`src/verilog/smpc_pkg.sv`:
```
// package for the stop mode power controller
package smpc_pkg;
  // power state codes, one-hot
  localparam logic [2:0] ST_RUN = 3'h1;
  localparam logic [2:0] ST_HALT = 3'h2;
  localparam logic [2:0] ST_STOP = 3'h4;
  localparam logic [2:0] ST_RESET = 3'h1;
  localparam logic XIN_STOP_LEVEL = 1'h1;
  localparam logic XOUT_STOP_LEVEL = 1'h0;

  typedef enum logic [2:0]
  {
    SMPC_RUN = ST_RUN,
    SMPC_HALT = ST_HALT,
    SMPC_STOP = ST_STOP
  } smpc_state_type;

  // request group coming from the processor core
  typedef struct packed
  {
    logic stop_exec;
    logic halt_exec;
    logic ext_clk_sel;
  } smpc_core_req_type;

  // enables of the blocks that may run through stop
  typedef struct packed
  {
    logic wdt_stop_en;
    logic vbo_stop_en;
  } smpc_sleep_cfg_type;

  // gating outputs toward oscillator, core and peripherals
  typedef struct packed
  {
    logic osc_run;
    logic xin_drive;
    logic xin_oe;
    logic xout_drive;
    logic xout_oe;
    logic sysclk_en;
    logic core_run;
    logic pc_inc_en;
    logic wdt_run;
    logic vbo_run;
    logic periph_run;
  } smpc_gate_type;
endpackage : smpc_pkg

```
`src/verilog/smpc_power_ctrl.sv`:
```
// stop mode power control state machine and gating
// Functional notes
// [RQ1] a stop instruction from the core puts the device into stop mode. The code enters stop only from run; a stop in halt is ignored.
// [RQ2] in stop the crystal oscillator halts, xin is driven high, xout low.
// [RQ3] in stop the system clock enable is held off.
// [RQ4] in stop the core halts and the program counter does not advance.
// [RQ5] watchdog and its rc oscillator run in stop only when enabled.
// [RQ6] brown-out monitor runs in stop only when its option bit enables it.
// [RQ7] all other peripherals are idle in stop.
// [RQ8] stop is left only through the stop mode recovery input.
// [RQ9] software must not use stop while running from an external clock. The code still enters stop and sets the sticky stop_misuse flag.
// [RQ10] software should disable watchdog and brown-out before stop.
// [RQ11] two saving states exist: deep stop and lighter halt.
// [RQ12] register and configuration contents are kept across stop.
`timescale 1ns/100ps
module smpc_power_ctrl
(
  input wire logic clk,
  input wire logic reset_n,
  input wire smpc_pkg::smpc_core_req_type core_req,
  input wire smpc_pkg::smpc_sleep_cfg_type sleep_cfg,
  input wire logic wdt_run_en,
  input wire logic vbo_run_en,
  input wire logic stop_recovery,
  input wire logic halt_wake,
  output smpc_pkg::smpc_gate_type gate,
  output logic in_stop,
  output logic in_halt,
  output logic stop_misuse
);
  smpc_pkg::smpc_state_type state_r;
  smpc_pkg::smpc_state_type state_nxt;
  smpc_pkg::smpc_gate_type gate_r;
  smpc_pkg::smpc_gate_type gate_nxt;
  logic stop_misuse_r;
  logic stop_misuse_nxt;
  // state flags decoded ahead so they leave straight from flops
  logic in_stop_r;
  logic in_halt_r;
  wire stop_go;
  wire halt_go;
  wire nxt_stop;
  wire nxt_halt;
  wire nxt_run;

  // stop wins over halt if both arrive together
  assign stop_go = core_req.stop_exec; // [RQ1]
  assign halt_go = core_req.halt_exec & ~core_req.stop_exec; // [RQ11]
  assign nxt_stop = state_nxt == smpc_pkg::SMPC_STOP;
  assign nxt_halt = state_nxt == smpc_pkg::SMPC_HALT;
  assign nxt_run = state_nxt == smpc_pkg::SMPC_RUN;
  // external clock use is flagged, not blocked: the core owns that choice
  assign stop_misuse_nxt = stop_misuse_r |
    (stop_go & core_req.ext_clk_sel & (state_r == smpc_pkg::SMPC_RUN));

  always_comb
  begin
    state_nxt = state_r;
    unique case (state_r)
      smpc_pkg::SMPC_RUN:
      begin
        if (stop_go)
          state_nxt = smpc_pkg::SMPC_STOP; // [RQ1]
        else if (halt_go)
          state_nxt = smpc_pkg::SMPC_HALT; // [RQ11]
      end
      smpc_pkg::SMPC_HALT:
      begin
        if (halt_wake | stop_recovery)
          state_nxt = smpc_pkg::SMPC_RUN;
      end
      smpc_pkg::SMPC_STOP:
      begin
        // only recovery leaves stop; halt wake sources are ignored
        if (stop_recovery)
          state_nxt = smpc_pkg::SMPC_RUN; // [RQ8]
      end
    endcase
  end

  always_comb
  begin
    gate_nxt.osc_run = ~nxt_stop; // [RQ2]
    gate_nxt.xin_drive = nxt_stop ? smpc_pkg::XIN_STOP_LEVEL : 1'h0; // [RQ2]
    gate_nxt.xin_oe = nxt_stop; // [RQ2]
    gate_nxt.xout_drive = smpc_pkg::XOUT_STOP_LEVEL; // [RQ2]
    gate_nxt.xout_oe = nxt_stop; // [RQ2]
    gate_nxt.sysclk_en = ~nxt_stop; // [RQ3]
    gate_nxt.core_run = nxt_run; // [RQ4]
    gate_nxt.pc_inc_en = nxt_run; // [RQ4]
    gate_nxt.wdt_run = wdt_run_en &
      (~nxt_stop | sleep_cfg.wdt_stop_en); // [RQ5]
    gate_nxt.vbo_run = vbo_run_en &
      (~nxt_stop | sleep_cfg.vbo_stop_en); // [RQ6]
    // halt keeps peripherals alive; only stop idles them
    gate_nxt.periph_run = ~nxt_stop; // [RQ7]
  end

  // no reset of contents here: gating only, state elsewhere is kept
  always_ff @(posedge clk)
  begin
    if (!reset_n)
    begin
      state_r <= smpc_pkg::smpc_state_type'(smpc_pkg::ST_RESET);
      gate_r <= '{osc_run: 1'h1, xin_drive: 1'h0, xin_oe: 1'h0,
        xout_drive: 1'h0, xout_oe: 1'h0, sysclk_en: 1'h1, core_run: 1'h1,
        pc_inc_en: 1'h1, wdt_run: 1'h0, vbo_run: 1'h0, periph_run: 1'h1};
      stop_misuse_r <= 1'h0;
      in_stop_r <= 1'h0;
      in_halt_r <= 1'h0;
    end
    else
    begin
      state_r <= state_nxt;
      gate_r <= gate_nxt; // [RQ12]
      stop_misuse_r <= stop_misuse_nxt; // [RQ9]
      in_stop_r <= nxt_stop; // [RQ1]
      in_halt_r <= nxt_halt; // [RQ11]
    end
  end

  assign gate = gate_r;
  assign in_stop = in_stop_r;
  assign in_halt = in_halt_r;
  assign stop_misuse = stop_misuse_r;

  property p_stop_entry;
    @(posedge clk) disable iff (!reset_n)
      (state_r == smpc_pkg::SMPC_RUN) && core_req.stop_exec
      |=> in_stop && !gate.osc_run;
  endproperty
  a_stop_entry: assert property (p_stop_entry) // [RQ1]
    else $error("stop instruction did not enter stop");

  property p_pads;
    @(posedge clk) disable iff (!reset_n)
      in_stop |-> gate.xin_oe && gate.xin_drive && gate.xout_oe
        && !gate.xout_drive;
  endproperty
  a_pads: assert property (p_pads) // [RQ2]
    else $error("oscillator pads wrong in stop");

  property p_clk_off;
    @(posedge clk) disable iff (!reset_n)
      in_stop |-> !gate.sysclk_en;
  endproperty
  a_clk_off: assert property (p_clk_off) // [RQ3]
    else $error("system clock running in stop");

  property p_core_off;
    @(posedge clk) disable iff (!reset_n)
      in_stop |-> !gate.core_run && !gate.pc_inc_en;
  endproperty
  a_core_off: assert property (p_core_off) // [RQ4]
    else $error("core running in stop");

  property p_wdt;
    @(posedge clk) disable iff (!reset_n)
      in_stop |-> gate.wdt_run ==
        ($past(wdt_run_en) && $past(sleep_cfg.wdt_stop_en));
  endproperty
  a_wdt: assert property (p_wdt) // [RQ5]
    else $error("watchdog running in stop when not enabled");

  property p_vbo;
    @(posedge clk) disable iff (!reset_n)
      in_stop |-> gate.vbo_run ==
        ($past(vbo_run_en) && $past(sleep_cfg.vbo_stop_en));
  endproperty
  a_vbo: assert property (p_vbo) // [RQ6]
    else $error("brown-out running in stop when not enabled");

  property p_periph;
    @(posedge clk) disable iff (!reset_n)
      in_stop |-> !gate.periph_run;
  endproperty
  a_periph: assert property (p_periph) // [RQ7]
    else $error("peripherals not idle in stop");

  property p_exit;
    @(posedge clk) disable iff (!reset_n)
      in_stop && !stop_recovery |=> in_stop;
  endproperty
  a_exit: assert property (p_exit) // [RQ8]
    else $error("left stop without recovery");

  property p_recover;
    @(posedge clk) disable iff (!reset_n)
      in_stop && stop_recovery |=> !in_stop && gate.osc_run && gate.core_run;
  endproperty
  a_recover: assert property (p_recover) // [RQ8]
    else $error("recovery did not restart");

  property p_halt;
    @(posedge clk) disable iff (!reset_n)
      in_halt |-> gate.sysclk_en && !gate.core_run && gate.periph_run;
  endproperty
  a_halt: assert property (p_halt) // [RQ11]
    else $error("halt gating wrong");

  property p_run_pads;
    @(posedge clk) disable iff (!reset_n)
      !in_stop |-> gate.osc_run && gate.sysclk_en && !gate.xin_oe
        && !gate.xout_oe;
  endproperty
  a_run_pads: assert property (p_run_pads) // [RQ8]
    else $error("oscillator or clock off outside stop");

  property p_halt_hold;
    @(posedge clk) disable iff (!reset_n)
      in_halt && !halt_wake && !stop_recovery |=> in_halt;
  endproperty
  a_halt_hold: assert property (p_halt_hold) // [RQ11]
    else $error("left halt without a wake event");

  property p_misuse_set;
    @(posedge clk) disable iff (!reset_n)
      (state_r == smpc_pkg::SMPC_RUN) && core_req.stop_exec
        && core_req.ext_clk_sel |=> stop_misuse && in_stop;
  endproperty
  a_misuse_set: assert property (p_misuse_set) // [RQ9]
    else $error("stop on external clock not flagged");

  property p_misuse_hold;
    @(posedge clk) disable iff (!reset_n)
      stop_misuse |=> stop_misuse;
  endproperty
  a_misuse_hold: assert property (p_misuse_hold) // [RQ9]
    else $error("misuse flag cleared without reset");

  c_stop: cover property (@(posedge clk) disable iff (!reset_n)
    !in_stop ##1 in_stop ##[1:20] !in_stop);
  c_halt: cover property (@(posedge clk) disable iff (!reset_n)
    !in_halt ##1 in_halt ##[1:20] !in_halt);
  c_wdt_stop: cover property (@(posedge clk) disable iff (!reset_n)
    in_stop && gate.wdt_run);
  c_misuse: cover property (@(posedge clk) disable iff (!reset_n)
    $rose(stop_misuse));
  c_halt_refuse: cover property (@(posedge clk) disable iff (!reset_n)
    in_halt && core_req.stop_exec);
endmodule : smpc_power_ctrl
```
`config.mk`:
```
export PLATFORM = sky130hd
export DESIGN_NAME = smpc_power_ctrl
export DESIGN_NICKNAME = d
export VERILOG_FILES = /design/src/verilog/smpc_pkg.sv /design/src/verilog/smpc_power_ctrl.sv
export SDC_FILE = /design/constraint.sdc
export NUM_CORES = 1
export LEC_CHECK = 0
export BUFFER_PORTS_ARGS = -buffer_cell sky130_fd_sc_hd__buf_4
export CAP_MARGIN = 20
export CORE_AREA = 4 4 41 43
export DETAILED_ROUTE_END_ITERATION = 12
export DIE_AREA = 0 0 45 47
export PLACE_DENSITY = 0.64
export SLEW_MARGIN = 30
export SYNTH_ARGS = -nofsm -noshare
export SYNTH_HDL_FRONTEND = slang
export SYNTH_SLANG_ARGS = --single-unit
```
`constraint.sdc`:
```
create_clock -name clk -period 2.9 [get_ports clk]
set_input_delay 0 -clock clk [delete_from_list [all_inputs] [get_ports clk]]
set_output_delay 0 -clock clk [all_outputs]
set_load 0.02 [all_outputs]
```
==> Word level (Yosys, flattened, before mapping) <==
Cells that the tools add are included.
{ "classes": {"n_mux": 6, "eq_ne": 6, "bitwise": 11} }
{ "ops": {"columns": ["operator", "n"], "rows": [
  ["3-bit two-way mux", 4],
  ["3-bit case mux with 3 select lines", 1],
  ["3-bit by 1-bit == test with 1-bit output (second input constant)", 2],
  ["3-bit by 2-bit == test with 1-bit output (second input constant)", 2],
  ["3-bit == test (second input constant)", 2],
  ["1-bit AND", 5],
  ["1-bit bitwise OR", 4],
  ["1-bit NOT", 2],
  ["1-bit two-way mux", 1]
]} }
{ "word_totals": {"wordCells": 33, "reg_bits": 12, "out_inout_bits": 14, "in_bits": 11} }

==> Logic depth before layout (Yosys ltp) <==
{ "logic_depth": {"ltp_word": 9, "depth_mapped": 4, "mapped_depth_nobuf": 4} }

==> Least setup slack after synthesis <==
No wires, ideal clock.
{ "synth_path": {"path_kind": "flip-flop to flip-flop", "from": "register state_r[2]", "to": "register gate_r (netlist bit gate[1])", "arrival_ns": 1.079, "setup_time_ns": 0.116, "setup_slack_ns": 1.705, "path_stages_with_launch": 5, "n_path_buf": 0, "period_less_slack_ns": 1.195, "required_time_ns": 2.784, "path_cell_list": "dfxtp_1 -> a21boi_0 -> a2bb2oi_1 -> nand2_1 -> o211a_1"} }
{ "synth_between": {"elab_chain_len": 7, "elab_cells_between_ends": 12, "classes_between": "eq/ne (4); mux (5); bitwise (3)"} }
{ "synth_rtl": {"columns": ["element", "line_no", "text"], "rows": [
  ["from (decl)", "smpc_power_ctrl.sv:31", "smpc_pkg::smpc_state_type state_r;"],
  ["from (signal assigned)", "smpc_power_ctrl.sv:104", "state_r <= smpc_pkg::smpc_state_type'(smpc_pkg::ST_RESET);"],
  ["from (signal assigned)", "smpc_power_ctrl.sv:114", "state_r <= state_nxt;"],
  ["3-bit two-way mux", "smpc_power_ctrl.sv:64", "else if (halt_go)"],
  ["3-bit two-way mux", "smpc_power_ctrl.sv:62", "if (stop_go)"],
  ["3-bit case mux with 3 select lines (*)", "smpc_power_ctrl.sv:59", "unique case (state_r)"],
  ["3-bit == test (*)", "smpc_power_ctrl.sv:49", "assign nxt_stop = state_nxt == smpc_pkg::SMPC_STOP;"],
  ["1-bit NOT (*)", "smpc_power_ctrl.sv:94", "(~nxt_stop | sleep_cfg.vbo_stop_en);"],
  ["1-bit bitwise OR (*)", "smpc_power_ctrl.sv:94", null],
  ["1-bit AND (*)", "smpc_power_ctrl.sv:93", "gate_nxt.vbo_run = vbo_run_en &"],
  ["to (signal assigned)", "smpc_power_ctrl.sv:105", "gate_r <= '{osc_run: 1'h1, xin_drive: 1'h0, xin_oe: 1'h0,"],
  ["to (signal assigned)", "smpc_power_ctrl.sv:115", "gate_r <= gate_nxt;"],
  ["to (decl)", "smpc_power_ctrl.sv:33", "smpc_pkg::smpc_gate_type gate_r;"]
]} }
Mark *: on every way between the ends. The rest lies on a longest branch, timed or not.
A chain may end at the register's enable or synchronous reset.

==> Final worst setup path <==
{ "layout_path": {"from": "register state_r[2]", "to": "register gate_r (netlist bit gate[2])"} }
{ "layout_between": {"elab_chain_len": 7, "elab_cells_between_ends": 12, "classes_between": "eq/ne (4); mux (5); bitwise (3)"} }
{ "layout_rtl": {"columns": ["element", "line_no", "text"], "rows": [
  ["3-bit two-way mux", "smpc_power_ctrl.sv:64", null],
  ["3-bit two-way mux", "smpc_power_ctrl.sv:62", null],
  ["3-bit case mux with 3 select lines (*)", "smpc_power_ctrl.sv:59", null],
  ["3-bit == test (*)", "smpc_power_ctrl.sv:49", null],
  ["1-bit NOT (*)", "smpc_power_ctrl.sv:92", "(~nxt_stop | sleep_cfg.wdt_stop_en);"],
  ["1-bit bitwise OR (*)", "smpc_power_ctrl.sv:92", null],
  ["1-bit AND (*)", "smpc_power_ctrl.sv:91", "gate_nxt.wdt_run = wdt_run_en &"]
]} }
Marks and branches as above.

==> results.toml <==
[critical_path]
crit_slowest_cell = "dlygate4sd3_1"
crit_type = "reg2reg"
crit_path_end_kind = "register"
reg2reg_slack_ns = 0.97
path_buf_inv = 1
crit_arrival_ns = 2.09
slowest_delay_ns = 0.56
crit_family = "compound AO/OA/AOI/OAI gates"
start_kind = "register"
path_max_fanout = 7
crit_required_ns = 3.06
path_cells = "a21boi_0 > a2bb2oi_1 > nand2_1 > o211a_1 > dlygate4sd3_1"

[pwr]
finalPower_mw = 0.383
irDropWorstVdd_uv = 208
cellPowerDensity_nw_per_um2 = 541
p_leak_nw = 0.339

[final_layout]
syn2layout_area_growth_pct = 46.6
seq_area_sq_um = 200
n_antenna_cell = 0
final_cell_mix = "23 x buf_4, 10 x dfxtp_1, 5 x dlygate4sd3_1"
drive_above_1_share_pct = 41.9
final_nets = 86
fill_cells = 127
final_common_cell = "buf_4"
multiInputGateArea_sq_um = 223

[sta]
maxSlewViolCount = 0
hold_viol_final = 0
clock_skew_ns = 0.00338
post-route-period-util_pct = 66.7
period_minus_slack_ns = 1.93
clock.fmax_ghz = 0.517
finalSetupTns_ns = 0
setup_viol = 0
rsz0062_at_grt = "false"

[synthesis]
synth-edff-count = 0
synth_top_cell_by_area = "dfxtp_1"
synthMuxAreaShare_pct = 0
ys_ff_latch = 10
ys_top_cells_by_area = "dfxtp_1 41%, buf_4 11%, nor3b_2 5.2%"
synth_cell_types = 28
yosysWarnings = 0
synth_fa_ha_area_share_pct = 0
syn-cell-area_sq_um = 483
synth_top_family_by_area = "simple AND/OR/NAND/NOR gates"
synth_ff_type = "dfxtp_1"
synthCells = 49
synth-xor-area-share_pct = 0
syn_area_per_cell_sq_um = 9.86
yosysSeqAreaShare_pct = 41.5
synth_compound_area_share_pct = 19.4
async_reset_ff_share_pct = 0
yosys.area.top_type_share_pct = 41.5
syn-num-nets = 60
synth-simple-area-share_pct = 25.9

[floorplanning]
die_y_um = 47
core-area_sq_um = 1300
initial_core_util_pct = 37.1
num_rows = 13
io_pins = 25
die_area_sq_um = 2120
dieWidth_um = 45

[placed_design]
place.gp.congestion = 0.780
port_buffers = 23
dp_hpwl_um = 807

[detailed_routing]
via_count = 442
drt-total-wl_um = 1150
ant_nets = 0
drtIter0Drc = 10
remaining_drc_errors = 0
avgViaCountPerCell = 4.97
firstDrtPassIters = 4
avgRoutedWirePerCell_um = 12.9

[cts]
htreeDepth = 1
cts_root_buffer = "clkbuf_4"
post_cts_buffers = 0
clk_pin_slew_ns = 0.07
clock_latency_ns = 0.27
numCtsBuffers = 3
clkSinkCount = 10
cts_max_path_buffers = 2
cts_tree = "built"

[global_route]
grt_pass1_wl_um = 1810
grt_max_degree = 9
first_global_vias = 433
antenna_found_initial = 0
grt-ovfl-total = 0
grtUsageTotal_pct = 12.4

[run]
maxCapViolations = 0

[status]
status = "completed"

[min_path]
hold_path.class = "in2reg"
cells in the mapped netlist, types with 2 or more instances:
cell type / instances
dfxtp_1: 10
buf_4: 7
inv_1: 2
nand2_1: 2
nor2_1: 2
nor2b_1: 2
nor3b_2: 2
o211a_1: 2
per-stage QoR:
step / std cells / setup WS (ns) / utilization [%] / cell area, sq um / hold slack (ns)
after floorplan: 49 / 1.70 / - / 483 / 0.0833
after global placement: 80 / 1.59 / 47.8 / 622 / 0.224
after detailed placement: 80 / 1.55 / 47.8 / 622 / 0.230
after CTS: 89 / 0.995 / 54.4 / 708 / 0.0404
after global routing: 89 / 0.848 / 54.4 / 708 / 0.0613
final: 89 / 0.967 / 54.4 / 708 / 0.0470
final cells by class:
| class | count | area share (%) |
|---|---|---|
| clock buffer | 4 | 5.12 |
| inverter | 2 | 1.06 |
| multi-input combinational | 30 | 31.4 |
| timing repair buffer | 28 | 31.4 |
| sequential | 10 | 28.3 |
| tap | 15 | 2.65 |
timing repair:
item,4_1_cts,5_1_grt
hold endpoints to repair,5,0
hold buffers,5,0
gates resized for setup,0,0
where the power goes:
group,total (mW),leakage (nW),internal [mW],switching [mW]
sequential,0.160,0.0830,0.149,0.0115
clock,0.129,0.0210,0.0763,0.0522
combinational,0.0942,0.235,0.0477,0.0466
total,0.383,0.339,0.273,0.110
metal layers:
layer	wire length, um	share of wire (%)	GRT usage, %
met5	0	0	0
met4	15	1.3	7.02
met3	78	6.8	3.83
met2	632	55	22.3
met1	420	37	12.6
kinds of logic after synthesis:
family / count (synthesis)
flip-flops: 10
AO/OA/AOI/OAI: 12
AND/OR/NAND/NOR: 17
other: 1
buffers and inverters: 9
flip-flops by register name (all words and copies together) (netlist names):
name / flops
state_r: 3
stop_misuse: 1
in_halt: 1
gate: 5
final timing paths:
path	startpoint	endpoint	cells past startpoint
max	state_r[2]	gate[2]	5
min	core_req[0]	stop_misuse	3
max reg2reg	state_r[2]	gate[2]	5
min reg2reg	stop_misuse	stop_misuse	2
worst min-delay path, stage by stage:
cell	delay [ns]
buf_4	0.08
a41oi_1	0.10
nor2b_1	0.10
No activity file was read; power rests on OpenSTA's default activity.
